$ cat src/logic/bfs_consts.vh
// Constants for the ballast fault supervisor: timing counts and phase codes.
// Assumes a 20 MHz core clock; all comparator flags are active high.
`ifndef BFS_CONSTS_VH
`define BFS_CONSTS_VH
`define BFS_CLK_MHZ       20
`define BFS_NS(t)         (((t) * `BFS_CLK_MHZ + 999) / 1000)
`define BFS_T_260NS       260
`define BFS_T_250NS       250
`define BFS_T_400NS       400
`define BFS_T_1US         1000
`define BFS_T_5US         5000
`define BFS_T_10US        10000
`define BFS_T_40US        40000
`define BFS_T_80US        80000
`define BFS_T_4MS         4000000
`define BFS_C_260NS       `BFS_NS(`BFS_T_260NS)
`define BFS_C_250NS       `BFS_NS(`BFS_T_250NS)
`define BFS_C_400NS       `BFS_NS(`BFS_T_400NS)
`define BFS_C_1US         `BFS_NS(`BFS_T_1US)
`define BFS_C_5US         `BFS_NS(`BFS_T_5US)
`define BFS_C_10US        `BFS_NS(`BFS_T_10US)
`define BFS_C_40US        `BFS_NS(`BFS_T_40US)
`define BFS_C_80US        `BFS_NS(`BFS_T_80US)
`define BFS_C_4MS         `BFS_NS(`BFS_T_4MS)
`define BFS_MS_SOFT       10
`define BFS_MS_PREHEAT    2000
`define BFS_MS_IGNITE     235
`define BFS_MS_PRERUN     250
`define BFS_MS_SLOW       500
`define BFS_MS_OPEN       1
`define BFS_T_610US       610
`define BFS_US_TICK       40
`define BFS_PH_OFF        3'h0
`define BFS_PH_SOFT       3'h1
`define BFS_PH_PREHEAT    3'h2
`define BFS_PH_IGNITE     3'h3
`define BFS_PH_PRERUN     3'h4
`define BFS_PH_RUN        3'h5
`define BFS_PH_FAULT      3'h6
`define BFS_SLOW_N        5
`endif

$ cat src/logic/bfs_supervisor.v
// Ballast fault supervisor: phase sequencer, persistence filters, actions.
// Assumes comparator flags asynchronous to CORE_CLK_IN; sequencer inputs from inverter control.
`timescale 1ns/1ns
`include "bfs_consts.vh"
module bfs_supervisor #(
    parameter [31:0] TICK_4MS    = `BFS_C_4MS,
    parameter [31:0] TICK_40US   = `BFS_C_40US,
    parameter [31:0] C_10US      = `BFS_C_10US,
    parameter [31:0] C_80US      = `BFS_C_80US,
    parameter [11:0] PREHEAT_MS  = 12'h000
) (
    input  wire CORE_CLK_IN,
    input  wire RST_B_IN,
    input  wire LAMP_PEAK_FAULT_IN,
    input  wire LAMP_ASYMMETRY_FAULT_IN,
    input  wire CAP_LOAD_MILD_IN,
    input  wire CAP_LOAD_SEVERE_IN,
    input  wire FILAMENT_OPEN_IN,
    input  wire FILAMENT_LOW_SIDE_OPEN_IN,
    input  wire LAMP_SENSE_INPUT_A_LOW_IN,
    input  wire LAMP_SENSE_INPUT_B_LOW_IN,
    input  wire BUS_OVER_109_IN,
    input  wire BUS_OVER_105_IN,
    input  wire BUS_UNDER_75_IN,
    input  wire BUS_UNDER_15_IN,
    input  wire PFC_CURRENT_SENSE_IN,
    input  wire INVERTER_CURRENT_LIMIT_IN,
    input  wire INVERTER_CURRENT_SENSE_IN,
    input  wire SUPPLY_BELOW_START_IN,
    input  wire SUPPLY_LOCKOUT_THRESHOLD_IN,
    input  wire RUN_FREQ_REACHED_IN,
    input  wire LAMP_RETURN_IN,
    output reg  POWER_ON_OUT,
    output reg  FAULT_LATCHED_OUT,
    output reg  PFC_OFF_OUT,
    output reg  FREQ_UP_OUT,
    output reg  POWER_UP_BLOCKED_OUT,
    output reg  [2:0] PHASE_OUT
);

    // ****************************************
    // Input synchroniser
    // ****************************************
    localparam NF = 17;
    wire [NF-1:0] raw = {LAMP_PEAK_FAULT_IN, LAMP_ASYMMETRY_FAULT_IN, CAP_LOAD_MILD_IN,
                         CAP_LOAD_SEVERE_IN, FILAMENT_OPEN_IN, FILAMENT_LOW_SIDE_OPEN_IN,
                         LAMP_SENSE_INPUT_A_LOW_IN | LAMP_SENSE_INPUT_B_LOW_IN, BUS_OVER_109_IN,
                         BUS_OVER_105_IN, BUS_UNDER_75_IN, BUS_UNDER_15_IN, PFC_CURRENT_SENSE_IN,
                         INVERTER_CURRENT_LIMIT_IN, INVERTER_CURRENT_SENSE_IN,
                         SUPPLY_BELOW_START_IN, SUPPLY_LOCKOUT_THRESHOLD_IN, LAMP_RETURN_IN};
    reg  [NF-1:0] s1_q;
    reg  [NF-1:0] s2_q;
    always @(posedge CORE_CLK_IN or negedge RST_B_IN) begin
        if (!RST_B_IN) begin
            s1_q <= {NF{1'b0}};
            s2_q <= {NF{1'b0}};
        end else begin
            s1_q <= raw;
            s2_q <= s1_q;
        end
    end
    wire f_peak  = s2_q[16];
    wire f_asym  = s2_q[15];
    wire f_cap1  = s2_q[14];
    wire f_cap2  = s2_q[13];
    wire f_fil   = s2_q[12];
    wire f_lsfil = s2_q[11];
    wire f_hsfil = s2_q[10];
    wire f_ov    = s2_q[9];
    wire f_ov105 = s2_q[8];
    wire f_uv    = s2_q[7];
    wire f_ol    = s2_q[6];
    wire f_pfcoc = s2_q[5];
    wire f_ilim  = s2_q[4];
    wire f_ioc   = s2_q[3];
    wire f_start = s2_q[2];
    wire f_supply_lockout_threshold  = s2_q[1];
    wire f_ret   = s2_q[0];

    // ****************************************
    // Timebase
    // ****************************************
    reg  [31:0] t4_q;
    reg  [31:0] t40_q;
    wire        tick4   = (t4_q == TICK_4MS - 32'h1);
    wire        tick40  = (t40_q == TICK_40US - 32'h1);
    always @(posedge CORE_CLK_IN or negedge RST_B_IN) begin
        if (!RST_B_IN) begin
            t4_q  <= 32'h0;
            t40_q <= 32'h0;
        end else begin
            t4_q  <= tick4 ? 32'h0 : t4_q + 32'h1;
            t40_q <= tick40 ? 32'h0 : t40_q + 32'h1;
        end
    end

    // Persistence of a level for n cycles
    function [31:0] bfs_run;
        input        f;
        input [31:0] c;
        input [31:0] n;
        begin
            bfs_run = !f ? 32'h0 : ((c < n) ? c + 32'h1 : c);
        end
    endfunction

    // Up/down integrator step
    function [15:0] bfs_ud;
        input        f;
        input        tk;
        input [15:0] c;
        begin
            bfs_ud = !tk ? c : (f ? c + 16'h1 : ((c != 16'h0) ? c - 16'h1 : c));
        end
    endfunction

    // ****************************************
    // Fast persistence counters
    // ****************************************
    reg  [31:0] c_pfc_q;
    reg  [31:0] c_ilim_q;
    reg  [31:0] c_ioc_q;
    reg  [31:0] c_ol_q;
    reg  [31:0] c_start_q;
    reg  [31:0] c_supply_lockout_threshold_q;
    reg  [31:0] c_ovp_q;
    reg  [31:0] c_uv_q;
    reg  [31:0] c_up_q;
    reg  [31:0] c_ls_q;
    reg  [31:0] c_hs_q;
    reg  [31:0] c_ovr_q;
    wire p_pfc   = (c_pfc_q   >= `BFS_C_260NS);
    wire p_ilim  = (c_ilim_q  >= `BFS_C_250NS);
    wire p_ioc   = (c_ioc_q   >= `BFS_C_400NS);
    wire p_ol    = (c_ol_q    >= `BFS_C_1US);
    wire p_start = (c_start_q >= `BFS_C_1US);
    wire p_supply_lockout_threshold  = (c_supply_lockout_threshold_q  >= `BFS_C_1US);
    wire p_ovp   = (c_ovp_q   >= `BFS_C_5US);
    wire p_uv    = (c_uv_q    >= C_80US);
    wire p_ovr   = (c_ovr_q   >= C_10US);
    // Open filament must stand a full millisecond of cycles
    wire p_ls    = (c_ls_q    >= (TICK_4MS >> 2));
    wire p_hs    = (c_hs_q    >= (TICK_4MS >> 2));
    reg  [2:0]  ph_q;
    wire        active = (ph_q != `BFS_PH_OFF) && (ph_q != `BFS_PH_FAULT);
    wire        run    = (ph_q == `BFS_PH_RUN);
    always @(posedge CORE_CLK_IN or negedge RST_B_IN) begin
        if (!RST_B_IN) begin
            c_pfc_q   <= 32'h0;
            c_ilim_q  <= 32'h0;
            c_ioc_q   <= 32'h0;
            c_ol_q    <= 32'h0;
            c_start_q <= 32'h0;
            c_supply_lockout_threshold_q  <= 32'h0;
            c_ovp_q   <= 32'h0;
            c_uv_q    <= 32'h0;
            c_up_q    <= 32'h0;
            c_ls_q    <= 32'h0;
            c_hs_q    <= 32'h0;
            c_ovr_q   <= 32'h0;
        end else begin
            c_pfc_q   <= bfs_run(f_pfcoc, c_pfc_q, `BFS_C_260NS);
            c_ilim_q  <= bfs_run(f_ilim, c_ilim_q, `BFS_C_250NS);
            c_ioc_q   <= bfs_run(f_ioc, c_ioc_q, `BFS_C_400NS);
            c_ol_q    <= bfs_run(f_ol, c_ol_q, `BFS_C_1US);
            c_start_q <= bfs_run(f_start, c_start_q, `BFS_C_1US);
            c_supply_lockout_threshold_q  <= bfs_run(f_supply_lockout_threshold, c_supply_lockout_threshold_q, `BFS_C_1US);
            c_ovp_q   <= bfs_run(f_ov, c_ovp_q, `BFS_C_5US);
            c_uv_q    <= bfs_run(f_uv & run, c_uv_q, C_80US);
            c_up_q    <= active ? bfs_run(1'b1, c_up_q, C_10US) : 32'h0;
            c_ovr_q   <= bfs_run(f_ov & (c_up_q >= C_10US) & !run, c_ovr_q, C_10US);
            c_ls_q    <= bfs_run(f_lsfil, c_ls_q, TICK_4MS >> 2);
            c_hs_q    <= bfs_run(f_hsfil, c_hs_q, TICK_4MS >> 2);
        end
    end

    // ****************************************
    // Slow integrators
    // ****************************************
    localparam [15:0] SLOW_LIM = `BFS_MS_SLOW / 4;
    localparam [15:0] CAP2_LIM = (`BFS_T_610US + `BFS_US_TICK - 1) / `BFS_US_TICK;
    reg  [15:0] i_asym_q;
    reg  [15:0] i_cap1_q;
    reg  [15:0] i_fil_q;
    reg  [15:0] i_ov_q;
    reg  [15:0] i_cap2_q;
    reg  [15:0] i_peak_q;
    wire cap2_en = run || (ph_q == `BFS_PH_PREHEAT);
    always @(posedge CORE_CLK_IN or negedge RST_B_IN) begin
        if (!RST_B_IN) begin
            i_asym_q <= 16'h0;
            i_cap1_q <= 16'h0;
            i_fil_q  <= 16'h0;
            i_ov_q   <= 16'h0;
            i_cap2_q <= 16'h0;
            i_peak_q <= 16'h0;
        end else begin
            i_asym_q <= run ? bfs_ud(f_asym, tick4, i_asym_q) : 16'h0;
            i_cap1_q <= run ? bfs_ud(f_cap1, tick4, i_cap1_q) : 16'h0;
            i_fil_q  <= run ? bfs_ud(f_fil, tick4, i_fil_q) : 16'h0;
            i_ov_q   <= run ? bfs_ud(f_ov, tick4, i_ov_q) : 16'h0;
            i_cap2_q <= cap2_en ? bfs_ud(f_cap2, tick40, i_cap2_q) : 16'h0;
            i_peak_q <= run ? bfs_ud(f_peak, tick40, i_peak_q) : 16'h0;
        end
    end
    wire t_latch = (run && (i_peak_q >= CAP2_LIM || i_asym_q >= SLOW_LIM || i_cap1_q >= SLOW_LIM
                   || i_fil_q >= SLOW_LIM || i_ov_q >= SLOW_LIM))
                   || (cap2_en && i_cap2_q >= CAP2_LIM) || (active && p_ioc);
    wire t_soft  = active && (p_ol || p_uv || p_ovr);

    // ****************************************
    // Phase sequencer
    // ****************************************
    reg  [15:0] ms_q;
    reg  [31:0] msd_q;
    wire        ms_tick = (msd_q == (TICK_4MS >> 2) - 32'h1);
    reg  [2:0]  ph_d;
    reg         latch_q;
    wire        block = p_start | p_ls | p_hs;
    always @* begin
        ph_d = ph_q;
        case (ph_q)
            `BFS_PH_OFF:     if (!block && !latch_q) ph_d = `BFS_PH_SOFT;
            `BFS_PH_SOFT:    if (ms_tick && ms_q >= `BFS_MS_SOFT - 1) ph_d = `BFS_PH_PREHEAT;
            `BFS_PH_PREHEAT: if (ms_tick && ms_q >= PREHEAT_MS) ph_d = `BFS_PH_IGNITE;
            `BFS_PH_IGNITE:  if (RUN_FREQ_REACHED_IN) ph_d = `BFS_PH_PRERUN;
            `BFS_PH_PRERUN:  if (ms_tick && ms_q >= `BFS_MS_PRERUN - 1) ph_d = `BFS_PH_RUN;
            `BFS_PH_RUN:     ph_d = `BFS_PH_RUN;
            `BFS_PH_FAULT:   ph_d = `BFS_PH_FAULT;
            default:         ph_d = `BFS_PH_OFF;
        endcase
        if (ph_q == `BFS_PH_IGNITE && ms_tick && ms_q >= `BFS_MS_IGNITE - 1 && !RUN_FREQ_REACHED_IN)
            ph_d = `BFS_PH_FAULT;
        if (t_soft)
            ph_d = `BFS_PH_OFF;
        if (t_latch)
            ph_d = `BFS_PH_FAULT;
        if (ph_q == `BFS_PH_FAULT && f_ret)
            ph_d = `BFS_PH_OFF;
        if (p_supply_lockout_threshold)
            ph_d = `BFS_PH_OFF;
    end
    always @(posedge CORE_CLK_IN or negedge RST_B_IN) begin
        if (!RST_B_IN) begin
            ph_q    <= `BFS_PH_OFF;
            ms_q    <= 16'h0;
            msd_q   <= 32'h0;
            latch_q <= 1'b0;
        end else begin
            ph_q    <= ph_d;
            msd_q   <= (ph_d != ph_q || ms_tick) ? 32'h0 : msd_q + 32'h1;
            ms_q    <= (ph_d != ph_q) ? 16'h0 : (ms_tick ? ms_q + 16'h1 : ms_q);
            latch_q <= (ph_d == `BFS_PH_FAULT);
        end
    end

    // ****************************************
    // Outputs
    // ****************************************
    reg ovp_hold_q;
    always @(posedge CORE_CLK_IN or negedge RST_B_IN) begin
        if (!RST_B_IN) begin
            ovp_hold_q           <= 1'b0;
            POWER_ON_OUT         <= 1'b0;
            FAULT_LATCHED_OUT    <= 1'b0;
            PFC_OFF_OUT          <= 1'b1;
            FREQ_UP_OUT          <= 1'b0;
            POWER_UP_BLOCKED_OUT <= 1'b0;
            PHASE_OUT            <= `BFS_PH_OFF;
        end else begin
            ovp_hold_q           <= p_ovp | (ovp_hold_q & f_ov105);
            POWER_ON_OUT         <= (ph_d != `BFS_PH_OFF) && (ph_d != `BFS_PH_FAULT);
            FAULT_LATCHED_OUT    <= (ph_d == `BFS_PH_FAULT);
            PFC_OFF_OUT          <= p_pfc | p_ovp | ovp_hold_q | !((ph_d != `BFS_PH_OFF)
                                    && (ph_d != `BFS_PH_FAULT));
            FREQ_UP_OUT          <= p_ilim && (ph_q == `BFS_PH_IGNITE) && !t_latch;
            POWER_UP_BLOCKED_OUT <= block;
            PHASE_OUT            <= ph_d;
        end
    end

endmodule

$ cat config.mk
export PLATFORM = sky130hd
export DESIGN_NAME = bfs_supervisor
export DESIGN_NICKNAME = d
export VERILOG_FILES = /design/src/logic/bfs_supervisor.v
export VERILOG_INCLUDE_DIRS = /design/src /design/src/logic
export SDC_FILE = /design/constraint.sdc
export NUM_CORES = 1
export LEC_CHECK = 0
export ABC_CLOCK_PERIOD_IN_PS = 9950
export BUFFER_PORTS_ARGS = -buffer_cell sky130_fd_sc_hd__buf_2
export CAP_MARGIN = 20
export CORE_MARGIN = 8
export CORE_UTILIZATION = 49
export CTS_CLUSTER_SIZE = 20
export DETAILED_ROUTE_END_ITERATION = 12
export PLACE_DENSITY_LB_ADDON = 0.1
export SYNTH_ARGS = -nofsm -noshare
export SYNTH_HDL_FRONTEND = slang
export SYNTH_SLANG_ARGS = --single-unit
$ cat constraint.sdc
create_clock -name CORE_CLK_IN -period 9.95 [get_ports CORE_CLK_IN]
set_clock_uncertainty 0.1 [all_clocks]
set_input_delay 0 -clock CORE_CLK_IN [delete_from_list [all_inputs] [get_ports CORE_CLK_IN]]
set_output_delay 0 -clock CORE_CLK_IN [all_outputs]
set_load 0.01 [all_outputs]
* After elaboration in Yosys (flattened, before gate mapping)
Index checks and enable logic that the tools add are counted. Widths: inputs -> output; s select.
Storage, ports and cells: logic and storage cells 250, input bits 21, flip-flop bits (word level) 635
Cells by class: bitwise gates (word level) 11, eq/ne operators 34, add/sub/neg operators 28, order comparisons 34, reduce and logical (&&, ||, !) cells 48, mux-type cells 64
Operators with widths (number):
- $mux 32 | 27
- $add 32x1->32 const B | 15
- $mux 16 | 26
- $add 16x1->16 const B | 7
- $ge 32x5->1 const B | 3
- $lt 32x5->1 const B | 3
- $reduce_bool 16->1 | 6
- $sub 16x1->16 const B | 6
- $ge 16x7->1 const B | 4
- $ge 32x15->1 const B | 2
- $ge 32x3->1 const B | 2
- $ge 32x8->1 const B | 2
- $lt 32x15->1 const B | 2
- $lt 32x3->1 const B | 2
- $lt 32x8->1 const B | 2
- $eq 32x10->1 const B | 1
- $eq 32x15->1 const B | 1
- $eq 32x17->1 const B | 1
- $ge 16x5->1 const B | 2
- $ge 16x8->1 const B | 2
- $ge 32x11->1 const B | 1
- $ge 32x4->1 const B | 1
- $ge 32x7->1 const B | 1
- $lt 32x11->1 const B | 1
- other kinds (23) | 99

* Longest topological paths before layout
word-level depth 16, gate-level depth with buffers 13, depth with buffers taken out 11

* Worst setup path before layout
No wires, ideal clock.
path type flip-flop to flip-flop, from register ms_q[1], to register msd_q[21], setup slack 6.519 ns, period minus slack after synthesis 3.431 ns, stages on the path, launching flop included 14, data arrival time 3.204 ns, data required time 9.723 ns, path buffers 2, path through dfrtp_1 > inv_1 > ha_1 > or3b_2 > a2111o_1 > and3_1 > a22o_1 > a221oi_4 > xnor2_1 > nor3_1 > a311oi_1 > buf_6 > buf_6 > nor3_2
Between the ends: longest elaborated chain between the ends 12, elaborated cells on any way between the ends 21
RTL lines:
- start: declaration | RTL line bfs_supervisor.v:214 | reg [15:0] ms_q;
- start signal: assignment | RTL line bfs_supervisor.v:252 | ms_q <= (ph_d != ph_q) ? 16'h0 : (ms_tick ? ms_q + 16'h1 : ms_q);
- $ge 16x8->1 (tied with other cells) | RTL line bfs_supervisor.v:227 | `BFS_PH_PRERUN: if (ms_tick && ms_q >= `BFS_MS_PRERUN - 1) ph_d = `BFS_PH_RUN;
- $logic_and 1x1->1 (on tied branches) | RTL line bfs_supervisor.v:227, bfs_supervisor.v:224, bfs_supervisor.v:225
- $mux 3 (on tied branches) | RTL line bfs_supervisor.v:227, bfs_supervisor.v:224, bfs_supervisor.v:225
- $pmux 3 s7 | RTL line bfs_supervisor.v:222 | case (ph_q)
- $mux 3 * | RTL line bfs_supervisor.v:232 | if (ph_q == `BFS_PH_IGNITE && ms_tick && ms_q >= `BFS_MS_IGNITE - 1 && !RUN_FREQ_REACHED_IN)
- $mux 3 * | RTL line bfs_supervisor.v:234 | if (t_soft)
- $mux 3 * | RTL line bfs_supervisor.v:236 | if (t_latch)
- $mux 3 * | RTL line bfs_supervisor.v:238 | if (ph_q == `BFS_PH_FAULT && f_ret)
- $mux 3 * | RTL line bfs_supervisor.v:240 | if (p_supply_lockout_threshold)
- $ne 3x3->1 * | RTL line bfs_supervisor.v:251 | msd_q <= (ph_d != ph_q || ms_tick) ? 32'h0 : msd_q + 32'h1;
- $logic_or 1x1->1 * | RTL line bfs_supervisor.v:251
- $mux 32 * | RTL line bfs_supervisor.v:251
- end signal: assignment | RTL line bfs_supervisor.v:251
- end: declaration | RTL line bfs_supervisor.v:215 | reg [31:0] msd_q;
Every way passes the cells marked *; elsewhere a longest branch is shown, timed or not. A chain may end at the register's enable or synchronous reset.

* Final worst setup path
from register i_cap2_q[7], to register ms_q[14]
Between the ends: longest elaborated chain between the ends 9, elaborated cells on any way between the ends 10
RTL lines:
- start: declaration | RTL line bfs_supervisor.v:186 | reg [15:0] i_cap2_q;
- start signal: assignment | RTL line bfs_supervisor.v:202 | i_cap2_q <= cap2_en ? bfs_ud(f_cap2, tick40, i_cap2_q) : 16'h0;
- $ge 16x5->1 * | RTL line bfs_supervisor.v:208 | || (cap2_en && i_cap2_q >= CAP2_LIM) || (active && p_ioc);
- $logic_and 1x1->1 * | RTL line bfs_supervisor.v:208
- $logic_or 1x1->1 * (2 in a row) | RTL line bfs_supervisor.v:208
- $mux 3 * | RTL line bfs_supervisor.v:236
- $mux 3 * | RTL line bfs_supervisor.v:238
- $mux 3 * | RTL line bfs_supervisor.v:240
- $ne 3x3->1 * | RTL line bfs_supervisor.v:252
- $mux 16 or $reduce_bool 2->1 (tied branches)
Marked as above.

==> flow_summary.json <==
{
  "rr_worst_depth": 9,
  "hold_path.class": "input pin to flop",
  "clock_latency_ps": 610,
  "preCtsSetupSlack_ps": 5770,
  "crit_cells": 9,
  "async_flop_share": 1.00,
  "cts_buffers": 72,
  "irDropWorstVdd_mv": 0.157,
  "grt_overflow": 0,
  "relSlewSlack": 0.254,
  "antenna_found_initial": 0,
  "maxSlewViolCount": 0,
  "power_frac_seq": 0.462,
  "worst_slack_ps": 5810,
  "h-tree-depth": 3,
  "dieHeight_um": 266,
  "route.detailed.drc": 0,
  "finalCritPeriodShare": 0.416,
  "cpMaxStageDelayCell": "a221oi_1",
  "switchingPower_mw": 1.51,
  "ys_seq_area_frac": 0.519,
  "routedWlPerCell_um": 15.1,
  "num_vias": 21800,
  "drt_first_iter_violations": 1476,
  "syn_avg_cell_area_um2": 10.1,
  "synthTopCellsByCount": "634 x dfrtp_1, 393 x nor2_1, 207 x and2_1",
  "hpwl_mm": 40.0,
  "maxCapViolCount": 0,
  "min_path_cells": 3,
  "diodes": 0,
  "drive_gt1_frac": 0.0710,
  "synthAdderAreaFrac": 0.0513,
  "critPathTopFamily": "simple AND/OR/NAND/NOR gates",
  "p_per_area_mw_per_mm2": 168,
  "yosysMostFrequentCell": "dfrtp_1",
  "p_sw_frac": 0.259,
  "rsz0062_at_grt": "no",
  "critPathLaunchType": "flop",
  "final_core_util": 0.560,
  "synth_area_leaders": "dfrtp_1 52%, nor2_1 4.8%, ha_1 4.7%",
  "synth_flop_cell": "dfrtp_1",
  "cts_tree": "yes",
  "synthCells": 3026,
  "fin_setup_tns_ps": 0,
  "synth_edf_count": 0,
  "core_mm2": 0.0617,
  "stdcell_count": 4005,
  "path_buf_inv": 1,
  "rows": 91,
  "grt_pass1_vias": 22000,
  "cp-end-kind": "flop",
  "critPathKind": "flop to flop",
  "clkTransAtPathRegs_ps": 60,
  "worstMarginPinSlew_ps": 1110,
  "setup_viol": 0,
  "synth-seq-cells": 635,
  "synth.mux.area_fraction": 0.0127,
  "synth_top_family_by_area": "simple AND/OR/NAND/NOR gates",
  "cp_max_fo": 48,
  "ys_types": 72,
  "crit_start": "i_cap2_q[7]",
  "synth_compound_area_frac": 0.0806,
  "arrival_ps": 4490,
  "grt_pass1_wl_mm": 105,
  "worstPathRequired_ps": 10300,
  "finalNetCount": 3256,
  "place.gp.congestion": 0.804,
  "clockRootBuffer": "clkbuf_16",
  "leakage_nw": 15.8,
  "status": "finished clean",
  "syn_area_mm2": 0.0306,
  "period_needed_ps": 4140,
  "start_util": 0.496,
  "grtUsageTotal": 0.173,
  "dpl.cell_count": 3833,
  "drtPass1Iterations": 5,
  "cts_num_sinks": 635,
  "internal_power_mw": 4.31,
  "syn_nets": 3169,
  "post-synth-top-area-cell": "dfrtp_1",
  "clock_path_buffers": 3,
  "synth.top_cell.area_share": 0.518,
  "pwr-share-clk": 0.445,
  "die_w_um": 266,
  "dieArea_mm2": 0.0708,
  "yosysWarnings": 0,
  "portBuffers": 28,
  "cpPeakStageDelay_ps": 820,
  "yosys.area_share.simple": 0.242,
  "synthXorXnorAreaFrac": 0.0718,
  "area_delta_synth_final_pct": 12.7,
  "via_per_inst": 5.43,
  "power_frac_comb": 0.092,
  "postRouteAntennaNets": 0,
  "grt_max_degree": 153,
  "fmax_mhz": 242,
  "routed_wl_mm": 60.4,
  "crit_chain": "nor4_1 > nand3_1 > nor4_1 > nand4_1 > a221oi_1 > nor3_1 > a311oi_4 > buf_4 > nor3_1",
  "cts.repair.resized": 0,
  "num_io_pins": 29,
  "hp-start": "LAMP_SENSE_INPUT_B_LOW_IN",
  "r2r_start": "i_cap2_q[7]",
  "hold_viol": 0
}
[metrics by stage]
stage | hold slack, ps | instance area (um^2) | power [mW]
floorplan | -396 | 30600 | 3.08
global placement | 8.24 | 31700 | 3.25
detailed placement | 9.87 | 31700 | 3.26
CTS | 10.1 | 34400 | 5.90
global route | 67.9 | 34500 | 6.07
finish | 88.9 | 34500 | 5.81
[area by class of cell]
class / count / area (um^2)
Fill cell: 5399 / 27200
Sequential cell: 635 / 15900
Multi-Input combinational cell: 2217 / 14100
Clock buffer: 100 / 2060
Tap cell: 837 / 1050
Timing Repair Buffer: 89 / 787
Inverter: 98 / 368
Clock inverter: 29 / 282
[cells in the final DEF, fill, tap and decap left out, drive strengths merged, types with 9 or more instances in the layout]
| master | netlist | layout |
|---|---|---|
| buf | 9 | 51 |
| clkinv | 3 | 18 |
| or2 | 11 | 11 |
| inv | 95 | 101 |
| or4 | 11 | 11 |
| or3 | 17 | 17 |
| nor2b | 63 | 63 |
| nand3 | 109 | 109 |
| ha | 116 | 116 |
| clkbuf | 67 | 100 |
| and3 | 63 | 63 |
| nor2 | 393 | 393 |
| a211oi | 12 | 12 |
| and2 | 207 | 207 |
| a21o | 22 | 22 |
| o21bai | 13 | 13 |
| mux2i | 39 | 39 |
| a31oi | 46 | 46 |
| dfrtp | 634 | 634 |
| o211ai | 9 | 9 |
| nor3 | 115 | 115 |
| xor2 | 86 | 86 |
| a21oi | 127 | 127 |
| xnor2 | 165 | 165 |
| nand4 | 83 | 83 |
| a41oi | 12 | 12 |
| nor4 | 123 | 123 |
| dlygate4sd3 | 0 | 38 |
| nand2 | 179 | 179 |
| nand2b | 12 | 12 |
| o21a | 35 | 35 |
| o21ai | 58 | 58 |
| and4 | 15 | 15 |
[final timing paths]
path,endpoint,slack [ps]
worst max-delay path,ms_q[14],5810
worst max register to register,ms_q[14],5810
max in group asynchronous,c_ilim_q[6],7190
worst min register to register,s2_q[8],240
worst min-delay path,s1_q[10],90
min in group asynchronous,i_asym_q[0],390
[tightest hold or removal path, stage by stage]
cell           delay, ps
buf_2                 70
or2_2                100
dlygate4sd3_1        570
[cells by family (layout without fill, tap and decap cells)]
group	count (synthesis)	count (layout)
AND/OR/NAND/NOR	1421	1421
AO/OA/AOI/OAI	384	384
multiplexers	39	39
flip-flops	635	635
XOR/XNOR	251	251
adder cells (fa/ha/maj)	122	122
buffers and inverters	174	316
[timing repair]
action,in CTS,in global routing
buffers inserted,0,0
endpoints found under the setup margin,0,0
endpoints found under the hold margin,121,0
hold buffers,39,0
[power groups by stage]
stage | Clock (mW) | Sequential [mW] | Combinational [mW]
3_3_place_gp | 0 | 2.73 | 0.517
3_5_place_dp | 0 | 2.73 | 0.528
4_1_cts | 2.68 | 2.69 | 0.542
2_1_floorplan | 0 | 2.71 | 0.373
6_report | 2.59 | 2.69 | 0.537
5_1_grt | 2.77 | 2.70 | 0.601
[metal layers]
metal | up-vias | wire length (um) | share of wire | track usage
li1 | 10800 | - | - | -
met1 | 10700 | 29300 | 0.49 | 0.236
met2 | 230 | 28000 | 0.46 | 0.282
met3 | 90 | 1790 | 0.030 | 0.0315
met4 | 0 | 1250 | 0.021 | 0.0473
met5 | - | 0 | 0 | 0
Note: power is estimated with default switching activity, not from simulation.
